`src/core/rx_sync_pkg.sv`:
```
// constants and carrier types for the receive word sync and run-length block
// assumes one clock: the low-speed recovered clock of the channel
package rx_sync_pkg;

	localparam int WORD_W       = 10;
	localparam int PAIR_W       = 20;
	localparam int FIFO_DEPTH   = 8;
	localparam int ERR_W        = 7;
	localparam int GOOD_W       = 9;
	localparam int ACQ_W        = 8;
	localparam int RLV_SEL_W    = 5;
	localparam int RUN_W        = 8;
	localparam int HOLD_W       = 2;

	localparam logic [RUN_W-1:0]  RLV_STEP_8B  = 8'h04;
	localparam logic [RUN_W-1:0]  RLV_STEP_10B = 8'h05;
	localparam logic [HOLD_W-1:0] RLV_HOLD     = 2'h2;
	localparam logic [WORD_W-1:0] MASK_10B     = 10'h3FF;
	localparam logic [WORD_W-1:0] MASK_8B      = 10'h0FF;

	typedef enum logic [2:0] {
		ST_IDLE = 3'h1,
		ST_ACQ  = 3'h2,
		ST_SYNC = 3'h4
	} sync_state_t;

	// err_limit 1..64, good_run 1..256 (9 bits), rlv_sel n gives (n+1) steps
	typedef struct packed {
		logic [WORD_W-1:0]    pattern;
		logic [ERR_W-1:0]     err_limit;
		logic [GOOD_W-1:0]    good_run;
		logic [ACQ_W-1:0]     acq_needed;
		logic                 auto_sync;
		logic                 width_10;
		logic                 byte_deser;
		logic [RLV_SEL_W-1:0] rlv_sel;
	} rx_cfg_t;

	typedef struct packed {
		logic [WORD_W-1:0] word;
		logic              code_err;
	} rx_word_t;

endpackage

```
`src/core/pair_fifo.sv`:
```
// synchronous fifo of parameter width and depth, valid/ready on both sides
// assumes DEPTH is a power of two
`timescale 1ns/100ps
module pair_fifo #(
	parameter int W     = 20,
	parameter int DEPTH = 8
) (
	input  wire logic         clk,
	input  wire logic         resetn,
	input  wire logic         in_valid,
	input  wire logic [W-1:0] in_data,
	output logic              in_ready,
	output logic              out_valid,
	output logic [W-1:0]      out_data,
	input  wire logic         out_ready
);
	localparam int AW = $clog2(DEPTH);

	typedef struct packed {
		logic [AW-1:0] wr_ptr;
		logic [AW-1:0] rd_ptr;
		logic [AW:0]   count;
	} fifo_q_t;

	fifo_q_t        s_q;
	fifo_q_t        s_d;
	logic [W-1:0]   mem_q [DEPTH];
	logic           push;
	logic           pop;

	assign in_ready  = (s_q.count != (AW+1)'(DEPTH));
	assign out_valid = (s_q.count != '0);
	assign out_data  = mem_q[s_q.rd_ptr];
	assign push      = in_valid && in_ready;
	assign pop       = out_valid && out_ready;

	always_comb begin
		s_d = s_q;
		if (push) begin
			s_d.wr_ptr = s_q.wr_ptr + 1'b1;
		end
		if (pop) begin
			s_d.rd_ptr = s_q.rd_ptr + 1'b1;
		end
		if (push && !pop) begin
			s_d.count = s_q.count + 1'b1;
		end else if (pop && !push) begin
			s_d.count = s_q.count - 1'b1;
		end
	end

	always_ff @(posedge clk or negedge resetn) begin
		if (!resetn) begin
			s_q <= '0;
		end else begin
			s_q <= s_d;
		end
	end

	// storage carries no reset, only the pointers and the count do
	always_ff @(posedge clk) begin
		if (push) begin
			mem_q[s_q.wr_ptr] <= in_data;
		end
	end
endmodule // pair_fifo

```
`src/core/run_length_detect.sv`:
```
// run-length violation detector over one received word per clock
// assumes bit 0 of each word is the earliest received bit
`timescale 1ns/100ps
module run_length_detect
	import rx_sync_pkg::*;
(
	input  wire logic                 clk,
	input  wire logic                 resetn,
	input  wire logic                 clear,
	input  wire logic                 valid,
	input  wire logic [WORD_W-1:0]    word,
	input  wire logic                 width_10,
	input  wire logic [RLV_SEL_W-1:0] rlv_sel,
	output logic                      rlv
);
	typedef struct packed {
		logic [RUN_W-1:0]  run;
		logic              last_bit;
		logic [HOLD_W-1:0] hold;
		logic              rlv;
	} rlv_q_t;

	rlv_q_t           s_q;
	rlv_q_t           s_d;
	logic             hit;
	logic [RUN_W-1:0] steps;
	logic [RUN_W-1:0] thr;

	assign rlv = s_q.rlv;

	always_comb begin
		s_d   = s_q;
		hit   = 1'b0;
		steps = {3'h0, rlv_sel} + 8'h01;
		thr   = width_10 ? RUN_W'(steps * RLV_STEP_10B) : RUN_W'(steps * RLV_STEP_8B);
		if (clear) begin
			s_d = '0;
		end else begin
			if (valid) begin
				for (int i = 0; i < WORD_W; i++) begin
					if (width_10 || i < 8) begin
						if (word[i] == s_d.last_bit && s_d.run != 8'hFF) begin
							s_d.run = s_d.run + 8'h01;
						end else if (word[i] != s_d.last_bit) begin
							s_d.run = 8'h01;
						end
						s_d.last_bit = word[i];
						if (s_d.run >= thr) begin
							hit = 1'b1;
						end
					end
				end
			end
			// a hit stretches to two clocks so a skewed fabric clock still sees it
			if (hit) begin
				s_d.rlv  = 1'b1;
				s_d.hold = RLV_HOLD - 2'h1;
			end else if (s_q.hold != '0) begin
				s_d.hold = s_q.hold - 2'h1;
			end else begin
				s_d.rlv = 1'b0;
			end
		end
	end

	always_ff @(posedge clk or negedge resetn) begin
		if (!resetn) begin
			s_q <= '0;
		end else begin
			s_q <= s_d;
		end
	end
endmodule // run_length_detect

```
`src/core/rx_word_sync.sv`:
```
// receive word sync state machine, run-length check and word pairing buffer
// assumes clk is the low-speed recovered clock and all inputs share it
//
// How it works
// - loss-of-sync error count is programmable from 1 to 64
// - each programmed run of 1..256 good groups lowers error count by one
// - after digital reset release in auto mode, scan for pattern or complement
// - raise lock once the programmed number of sync groups is seen
// - lock stays high until the error count reaches its limit, then drops
// - after loss, lock stays low until enough sync groups arrive again
// - count identical consecutive bits and flag a run at the threshold
// - violation flag runs on the recovered clock, held two cycles minimum
// - threshold steps of 4 up to 128, or 5 up to 160 for 10-bit
// - recovered low-speed clock is the clock forwarded to this logic
// - aligner and buffer write side run on the recovered clock
// - downstream stages run on the transmit low-speed clock; the buffer read side here stays on the recovered clock
// - with byte deserialization, buffer writes run at half the word rate
`timescale 1ns/100ps
module rx_word_sync
	import rx_sync_pkg::*;
(
	input  wire logic              clk,
	input  wire logic              resetn,
	input  wire logic              rx_digital_reset,
	input  wire rx_cfg_t           cfg,
	input  wire logic              rx_word_valid,
	input  wire rx_word_t          rx_in,
	output logic                   rx_word_ready,
	output logic                   sync_locked,
	output logic                   rlv,
	output logic                   pcomp_wr_div2,
	output logic                   out_valid,
	output logic [PAIR_W-1:0]      out_data,
	input  wire logic              out_ready
);
	typedef struct packed {
		sync_state_t        st;
		logic [ACQ_W-1:0]   acq_cnt;
		logic [ERR_W-1:0]   err_cnt;
		logic [GOOD_W-1:0]  good_cnt;
		logic               locked;
		logic [WORD_W-1:0]  pair_low;
		logic               pair_phase;
	} sync_q_t;

	sync_q_t            s_q;
	sync_q_t            s_d;
	logic               fifo_in_ready;
	logic               take;
	logic               match;
	logic               push;
	logic [PAIR_W-1:0]  push_data;
	logic [WORD_W-1:0]  mask;

	assign sync_locked   = s_q.locked;
	assign pcomp_wr_div2 = s_q.pair_phase;
	assign rx_word_ready = fifo_in_ready;

	// words are only consumed when the buffer can take them; upstream holds
	assign take = rx_word_valid && fifo_in_ready && !rx_digital_reset;
	assign mask = cfg.width_10 ? MASK_10B : MASK_8B;
	assign match = (((rx_in.word ^ cfg.pattern) & mask) == '0) ||
		(((rx_in.word ^ ~cfg.pattern) & mask) == '0);

	// half-rate write: two words form one entry, low word first
	assign push      = take && (!cfg.byte_deser || s_q.pair_phase);
	assign push_data = cfg.byte_deser ? {rx_in.word, s_q.pair_low} : {10'h000, rx_in.word};

	always_comb begin
		s_d = s_q;
		if (rx_digital_reset) begin
			s_d = '0;
			s_d.st = ST_IDLE;
		end else begin
			if (take && cfg.byte_deser) begin
				s_d.pair_phase = !s_q.pair_phase;
				s_d.pair_low   = rx_in.word;
			end else if (!cfg.byte_deser) begin
				s_d.pair_phase = 1'b0;
			end
			case (s_q.st)
				ST_IDLE: begin
					s_d.locked = 1'b0;
					if (cfg.auto_sync) begin
						s_d.st = ST_ACQ;
					end
				end
				ST_ACQ: begin
					s_d.locked = 1'b0;
					if (!cfg.auto_sync) begin
						s_d.st = ST_IDLE;
						s_d.acq_cnt = '0;
					end else if (take && rx_in.code_err) begin
						s_d.acq_cnt = '0;
					end else if (take && match) begin
						if (s_q.acq_cnt + 8'h01 >= cfg.acq_needed) begin
							s_d.st       = ST_SYNC;
							s_d.locked   = 1'b1;
							s_d.acq_cnt  = '0;
							s_d.err_cnt  = '0;
							s_d.good_cnt = '0;
						end else begin
							s_d.acq_cnt = s_q.acq_cnt + 8'h01;
						end
					end
				end
				ST_SYNC: begin
					if (!cfg.auto_sync) begin
						s_d = '0;
						s_d.st = ST_IDLE;
					end else if (take && rx_in.code_err) begin
						s_d.good_cnt = '0;
						if (s_q.err_cnt + 7'h01 >= cfg.err_limit) begin
							s_d.st      = ST_ACQ;
							s_d.locked  = 1'b0;
							s_d.err_cnt = '0;
						end else begin
							s_d.err_cnt = s_q.err_cnt + 7'h01;
						end
					end else if (take) begin
						// good groups only matter while errors are pending
						if (s_q.good_cnt + 9'h001 >= cfg.good_run) begin
							s_d.good_cnt = '0;
							if (s_q.err_cnt != '0) begin
								s_d.err_cnt = s_q.err_cnt - 7'h01;
							end
						end else begin
							s_d.good_cnt = s_q.good_cnt + 9'h001;
						end
					end
				end
				default: begin
					s_d = '0;
					s_d.st = ST_IDLE;
				end
			endcase
		end
	end

	always_ff @(posedge clk or negedge resetn) begin
		if (!resetn) begin
			s_q    <= '0;
			s_q.st <= ST_IDLE;
		end else begin
			s_q <= s_d;
		end
	end

	// aligner and buffer write side share the recovered clock
	run_length_detect u_rlv (
		.clk      (clk),
		.resetn   (resetn),
		.clear    (rx_digital_reset),
		.valid    (take),
		.word     (rx_in.word),
		.width_10 (cfg.width_10),
		.rlv_sel  (cfg.rlv_sel),
		.rlv      (rlv)
	);

	// read side is meant for the transmit-clock stages; one clock here
	pair_fifo #(
		.W     (PAIR_W),
		.DEPTH (FIFO_DEPTH)
	) u_fifo (
		.clk       (clk),
		.resetn    (resetn),
		.in_valid  (push),
		.in_data   (push_data),
		.in_ready  (fifo_in_ready),
		.out_valid (out_valid),
		.out_data  (out_data),
		.out_ready (out_ready)
	);
endmodule // rx_word_sync

```
`config.mk`:
```
export PLATFORM = sky130hd
export DESIGN_NAME = rx_word_sync
export DESIGN_NICKNAME = d
export VERILOG_FILES = /design/src/core/rx_sync_pkg.sv /design/src/core/pair_fifo.sv /design/src/core/run_length_detect.sv /design/src/core/rx_word_sync.sv
export SDC_FILE = /design/constraint.sdc
export NUM_CORES = 1
export LEC_CHECK = 0
export BUFFER_PORTS_ARGS = -buffer_cell sky130_fd_sc_hd__buf_2
export CAP_MARGIN = 40
export CORE_MARGIN = 5
export CORE_UTILIZATION = 68
export DETAILED_ROUTE_END_ITERATION = 8
export PLACE_DENSITY = 0.87
export SYNTH_ARGS = -nofsm -noshare
export SYNTH_HDL_FRONTEND = slang
export SYNTH_SLANG_ARGS = --single-unit
export TNS_END_PERCENT = 100
```
`constraint.sdc`:
```
create_clock -name clk -period 39.8 [get_ports clk]
set_input_delay 7.96 -clock clk [delete_from_list [all_inputs] [get_ports clk]]
set_output_delay 7.96 -clock clk [all_outputs]
set_load 0.01 [all_outputs]
```
==> results of run 1 <==
worst reg2reg max path, delay by kind of cell (launching register included):
kind            cells  cell delay [ps]
compound gates     22             4560
xor+xnor            5              910
fa+ha+maj          11             3420
buf+inv             6              650
flops               1              520
mux                 1              350
simple gates       37             7740
cell usage in the layout, fill, tap and decap left out, types with 18 or more instances in the layout:
cell       instances
nand2_1          128
inv_1             63
nand4_1           18
and3_1            31
xnor2_1           55
mux2_2            34
clkbuf_16         23
xor2_1            35
nor2b_1           28
dfrtp_1           59
o21ai_0           80
o21a_1            20
buf_4             24
and2_1            24
edfxtp_1         160
nand3_1           47
mux4_2            40
nand2b_1          50
buf_2             82
a21oi_1           94
nor2_1            97
a21o_1            19
ha_1             134
nor3_1            32
stage by stage:
step	setup WS, ps	power, mW	util [%]
finish	15180	0.7849	75.65
global route	13660	0.8235	75.65
CTS	15530	0.7842	75.65
detailed placement	15070	0.5711	72.60
global placement	15550	0.5573	72.44
floorplan	17310	0.4892	-
sequential cells by signal, indices dropped and copies added (netlist names):
name and flops:
pcomp_wr_div2 1, s_q 37, u_rlv.rlv 1, u_rlv.s_q 11, sync_locked 1, u_fifo.s_q 10, u_fifo.mem_q 160
cell type report:
class                   instances  share of cell area [%]
clock inverters                 7                  0.5603
well taps                     319                   2.234
clock buffers                  35                   3.474
inverters                      70                   1.485
multi-input cells            1248                   53.31
flip-flops and latches        221                   35.46
repair buffers                108                   3.481
per-layer routing:
metal	track usage (%)	share of wire [%]
met2	58.30	50
met1	42.04	38
met5	0	0.051
met3	3.922	7.7
met4	12.21	3.9
power groups by stage:
stage               clock, mW  combinational [mW]  sequential [mW]
finish                  0.209               0.295            0.281
global route            0.221               0.321            0.282
CTS                     0.210               0.294            0.280
detailed placement          0               0.287            0.284
global placement            0               0.271            0.286
floorplan                   0               0.213            0.277
logic make-up (layout without fill, tap and decap cells):
kind of cell,Yosys count,after routing,synth area share (%)
multiplexers,92,92,8.991
adder cells (fa/ha/maj),136,136,10.47
AND/OR/NAND/NOR,545,545,17.36
flip-flops,221,221,38.63
AO/OA/AOI/OAI,385,385,16.31
XOR/XNOR,90,90,4.808
buffers and inverters,136,220,3.435
worst max path at each step:
| stage | cells past startpoint | slack, ps | start | to |
|---|---|---|---|---|
| 6_report | 80 | 15180 | rx_in[1] | u_rlv.s_q[1]$_DFFE_PN0P_ |
| 5_1_grt | 80 | 13660 | rx_in[1] | u_rlv.s_q[1]$_DFFE_PN0P_ |
| 4_1_cts | 80 | 15530 | rx_in[1] | u_rlv.s_q[1]$_DFFE_PN0P_ |
| 3_5_place_dp | 80 | 15070 | rx_in[1] | u_rlv.s_q[1]$_DFFE_PN0P_ |
| 3_3_place_gp | 80 | 15550 | rx_in[1] | u_rlv.s_q[1]$_DFFE_PN0P_ |
| 2_1_floorplan | 89 | 17310 | rx_in[1] | u_rlv.s_q[1]$_DFFE_PN0P_ |
==> reports/qor.yml, run 1 <==
cts-resized-gates: 0
min_to: "u_fifo.s_q[3]$_DFFE_PN0P_"
start_util_pct: 69.43
maxSlewViolCount: 0
critical_path.startpoint_type: "input pin"
clockPowerShare_pct: 26.6
ff_latch_area_sq_um: 6334
swShare_pct: 34.18
wl_per_cell_um: 22.39
drt_iter0_drc: 1505
gp_congestion: 0.9453
slowest_stage: "or3_1"
worstMarginPinSlew_ps: 870.0
tritoncts: "built"
ys_ff_latch: 221
yosysSeqAreaShare_pct: 38.63
nets: 1866
ff2ff_path_depth: 82
yosysWarnings: 0
synth_nets: 1799
crit_top_cell: "ha_1"
multi_input_area_sq_um: 9523
timing.hold.ws_ps: 499.7
switchingPower_mw: 0.2683
max_slew_margin_pct: 41.24
yosysTopAreaCell: "edfxtp_1"
max_stage_delay_ps: 570
synth_common_cells: "160 x edfxtp_1, 134 x ha_1, 128 x nand2_1, 103 x nor2_1, 94 x a21oi_1"
htreeDepth: 1
arrival_ps: 25020
ant_nets: 0
status: "finished, final reports clean"
rsz0062_at_grt: "false"
required_ps: 40200
synth-edff-count: 160
p_per_area_nw_per_um2: 43.94
fp.dieW_um: 165.3
end_kind: "flip-flop"
port_buffers: 82
synth_area_leaders: "edfxtp_1 29%, ha_1 10%, dfrtp_1 9.2%"
grt_pass1_wl_mm: 71.62
leakage_nw: 7.140
cts.clk_slew.worst_paths_ps: 60
core_area_sq_um: 23610
synthesis.instances: 1605
synth-async-reset-ratio_pct: 27.60
clk_path_buf_depth: 3
max_cap_violations: 0
internal_power_mw: 0.5166
grt_max_degree: 62
dp_hpwl_mm: 30.83
finalSetupViolations: 0
hold_path_depth: 1
antenna_found_initial: 2
root_buffer: "clkbuf_16"
layout-drive-gt1-share_pct: 16.04
combPwrFrac_pct: 37.6
post_cts_buffers: 0
routed-via-count: 13621
yosysMostFrequentCell: "edfxtp_1"
min_period_ps: 24620
irDropWorstVdd_v: 0.00003598
fin_area_sq_um: 17860
timing.final.crit_share_pct: 61.86
skew_ps: 28.36
synth_top_area_share_pct: 29.31
crit_family: "simple AND/OR/NAND/NOR gates"
die_h_um: 165.3
grt.overflow.total: 0
syn_area_sq_um: 16390
hp-start: "u_fifo.s_q[3]$_DFFE_PN0P_"
grt_pass1_vias: 13211
nFillCells: 1531
synth_flop_cell: "edfxtp_1"
dieArea_sq_um: 27310
dp_cells: 1966
dr.pass1.iters: 7
rr_startpoint: "u_rlv.s_q[4]$_DFFE_PN0P_"
critPathBufInv: 7
hold_buffers: 0
cts_buffers: 23
syn_avg_cell_area_sq_um: 10.21
stdcell_count: 2008
reg2reg_to: "u_rlv.s_q[1]$_DFFE_PN0P_"
io_pins: 83
clock_latency_ps: 530
n_antenna_cell: 0
vias_per_cell: 6.783
r2r_slack_ps: 21520
drc: 0
cp_max_fo: 14
syn2layout_area_growth_pct: 8.968
hp-class: "flip-flop to flip-flop"
timing_hold_violations_final: 0
wl_mm: 44.97
cts.sinks: 221
grt_use_total_pct: 33.07
row_count: 56
placed_area_sq_um: 17140
critPathKind: "input pin to flip-flop"
synth_cell_types: 108
tns_ps: 0
fmax_mhz: 40.61
pwr-share-seq_pct: 35.7
Power figures use the tool's default switching activity.
==> run 2, diff against run 1 <==
--- a/config.mk
+++ b/config.mk
@@ -8,9 +8,9 @@
 export BUFFER_PORTS_ARGS = -buffer_cell sky130_fd_sc_hd__buf_2
 export CAP_MARGIN = 40
 export CORE_MARGIN = 5
-export CORE_UTILIZATION = 68
+export CORE_UTILIZATION = 63
 export DETAILED_ROUTE_END_ITERATION = 8
-export PLACE_DENSITY = 0.87
+export PLACE_DENSITY = 0.82
 export SYNTH_ARGS = -nofsm -noshare
 export SYNTH_HDL_FRONTEND = slang
 export SYNTH_SLANG_ARGS = --single-unit
==> constraint.sdc (replaced) <==
create_clock -name clk -period 25.2 [get_ports clk]
set_input_delay 5.04 -clock clk [delete_from_list [all_inputs] [get_ports clk]]
set_output_delay 5.04 -clock clk [all_outputs]
set_load 0.01 [all_outputs]
==> run 2 against run 1 <==
  * Sequential power is 57% higher
  * Final area grew 0.78%
  * Worst setup slack got worse by 12000 ps
  * Die area is 7.4% higher
  * Clock skew is 0.58 ps lower
  * Sequential share of layout area down 0.27 points
  * Cell count rose by 0.80%
  * Routed wire length decreased by 6.7%
  * Non-clock buffer count stayed put
  * Hold slack got worse by 13 ps
  * Critical path depth did not move
  * First-iteration DRC count down 18%
==> reports/qor.yml, run 2 (synthesized netlist as in run 1, its figures left out) <==
placed_area_sq_um: 17150  # about the same
status: "finished, final reports clean"
grt_use_total_pct: 28.30  # -4.8 points
core_area_sq_um: 25840  # +9.4%
rsz0062_at_grt: "false"
hold_path_depth: 1  # unchanged
nFillCells: 1908  # +25%
row_count: 59  # +5.4%
min_to: "u_fifo.s_q[3]$_DFFE_PN0P_"
grt_max_degree: 62  # unchanged
hp-class: "flip-flop to flip-flop"
largest_reg_flops: 160  # unchanged
most-common-layout-cells: "160 x edfxtp_1, 134 x ha_1, 128 x nand2_1"
mostFrequentLayoutCell: "edfxtp_1"
worstMarginPinSlew_ps: 929.3  # +59.29 ps
cts-resized-gates: 0  # unchanged
timing.final.crit_share_pct: 85.78
cts_buffers: 23  # unchanged
dieArea_sq_um: 29350  # +7.4%
critPathKind: "input pin to flip-flop"
tritoncts: "built"
irDropWorstVdd_v: 0.0001293  # +260%
maxSlewViolCount: 0  # unchanged
swShare_pct: 32.86  # -1.3 points
timing_hold_violations_final: 0  # unchanged
ant_nets: 0  # unchanged
critical_path.startpoint_type: "input pin"
ff2ff_path_depth: 82  # unchanged
clockPowerShare_pct: 29.5  # +2.9 points
fp.dieW_um: 171.3  # +3.7%
clock_latency_ps: 520  # about the same
wl_per_cell_um: 20.73  # -7.4%
slowest_stage: "or3_1"
finalSetupViolations: 0  # unchanged
rr_startpoint: "u_rlv.s_q[4]$_DFFE_PN0P_"
required_ps: 25590  # -14610 ps
dr.pass1.iters: 8  # +1
htreeDepth: 1  # unchanged
fin_area_sq_um: 18000  # +0.78%
arrival_ps: 22000  # -3020 ps
cts.sinks: 221  # unchanged
tns_ps: 0  # unchanged
fmax_mhz: 46.26
grt.overflow.total: 0  # unchanged
wl_mm: 41.96  # -6.7%
vias_per_cell: 6.501  # -4.2%
start_util_pct: 63.45  # -6.0 points
hold_buffers: 0  # unchanged
p_per_area_nw_per_um2: 70.59  # +61%
skew_ps: 27.79  # -0.5761 ps
antenna_found_initial: 0  # -2
switchingPower_mw: 0.4176  # +56%
largest-register: "u_fifo.mem_q"
cp_max_fo: 14  # unchanged
dp_hpwl_mm: 29.82  # -3.3%
pwr-share-seq_pct: 34.7  # -1.0 points
grt_pass1_vias: 12785  # -3.2%
port_buffers: 82  # unchanged
routed-via-count: 13158  # -3.4%
grt_pass1_wl_mm: 67.30  # -6.0%
end_kind: "flip-flop"
r2r_slack_ps: 7030  # -14490 ps
syn2layout_area_growth_pct: 9.816
internal_power_mw: 0.8531  # +65%
hp-start: "u_fifo.s_q[3]$_DFFE_PN0P_"
root_buffer: "clkbuf_16"
gp_congestion: 0.9252  # -2.1%
crit_top_cell: "ha_1"
max_slew_margin_pct: 37.77  # -3.5 points
leakage_nw: 7.205  # +0.91%
max_cap_violations: 0  # unchanged
cts.clk_slew.worst_paths_ps: 60  # about the same
n_antenna_cell: 0  # unchanged
post_cts_buffers: 0  # unchanged
layout-drive-gt1-share_pct: 16.81  # +0.77 points
drc: 0  # unchanged
drt_iter0_drc: 1230  # -18%
top_regs: "u_fifo.mem_q (160), s_q (37), u_rlv.s_q (11)"
clk_path_buf_depth: 3  # unchanged
die_h_um: 171.3  # +3.7%
io_pins: 83  # unchanged
reg2reg_to: "u_rlv.s_q[1]$_DFFE_PN0P_"
combPwrFrac_pct: 35.8  # -1.8 points
min_period_ps: 21620
nets: 1866  # unchanged
max_stage_delay_ps: 570  # about the same
run 2: changes by cell type in the layout (fill, tap and decap cells not counted), moves of 2 or more:
cell,delta
clkbuf_1,-10
clkbuf_8,+2
clkinv_1,-2
clkinvlp_4,+2
clkinv_2,+3
bufinv_16,+3
run 2: critical path: cells and delay by family:
family | cells | cell delay (ps)
adders and majority gates | 10 | 2950
xor gates and xnor gates | 6 | 1200
muxes | 1 | 320
buffers and inverters | 7 | 880
and+or+nand+nor | 34 | 7000
AOI/OAI and AO/OA | 22 | 4610
run 2: power by group through the flow:
stage	Combinational (mW)	Sequential, mW	Clock (mW)
3_5_place_dp	0.451	0.447	0
3_3_place_gp	0.436	0.449	0
4_1_cts	0.457	0.440	0.380
5_1_grt	0.503	0.443	0.396
6_report	0.455	0.441	0.375
2_1_floorplan	0.336	0.437	0
run 2: cell type report:
type,instances,area [sq um],area share (%)
well taps,335,419.2,2.328
flip-flops and latches,221,6334,35.18
repair buffers,108,613.1,3.406
clock inverters,14,212.7,1.182
inverters,70,265.3,1.473
multi-input cells,1248,9523,52.90
clock buffers,28,635.6,3.531
run 2: worst max-delay path by stage:
stage                  start                       end  cells after the start
finish              rx_in[1]  u_rlv.s_q[1]$_DFFE_PN0P_                     80
global placement    rx_in[1]  u_rlv.s_q[1]$_DFFE_PN0P_                     80
floorplan           rx_in[1]  u_rlv.s_q[1]$_DFFE_PN0P_                     89
global route        rx_in[1]  u_rlv.s_q[2]$_DFFE_PN0P_                     79
CTS                 rx_in[1]  u_rlv.s_q[2]$_DFFE_PN0P_                     79
detailed placement  rx_in[1]  u_rlv.s_q[2]$_DFFE_PN0P_                     79
run 2: metrics by stage:
stage	setup WS, ps	util [%]	power [mW]	instances	hold WS (ps)
2_1_floorplan	5633	-	0.7726	1605	454.3
6_report	3584	69.68	1.271	2024	487.0
3_3_place_gp	3764	66.33	0.8848	1981	473.1
4_1_cts	3931	69.68	1.278	2024	484.2
3_5_place_dp	3470	66.39	0.8986	1982	473.6
5_1_grt	1892	69.68	1.342	2024	519.7
run 2: routing by layer:
metal	vias up	share of wire, %	global-route usage [%]	wire [um]
met2	527	51	50.49	21280
met1	6344	41	37.21	17010
met5	-	0	0	0
li1	6199	-	-	-
met4	0	2.7	8.061	1132
met3	88	6.0	2.367	2535
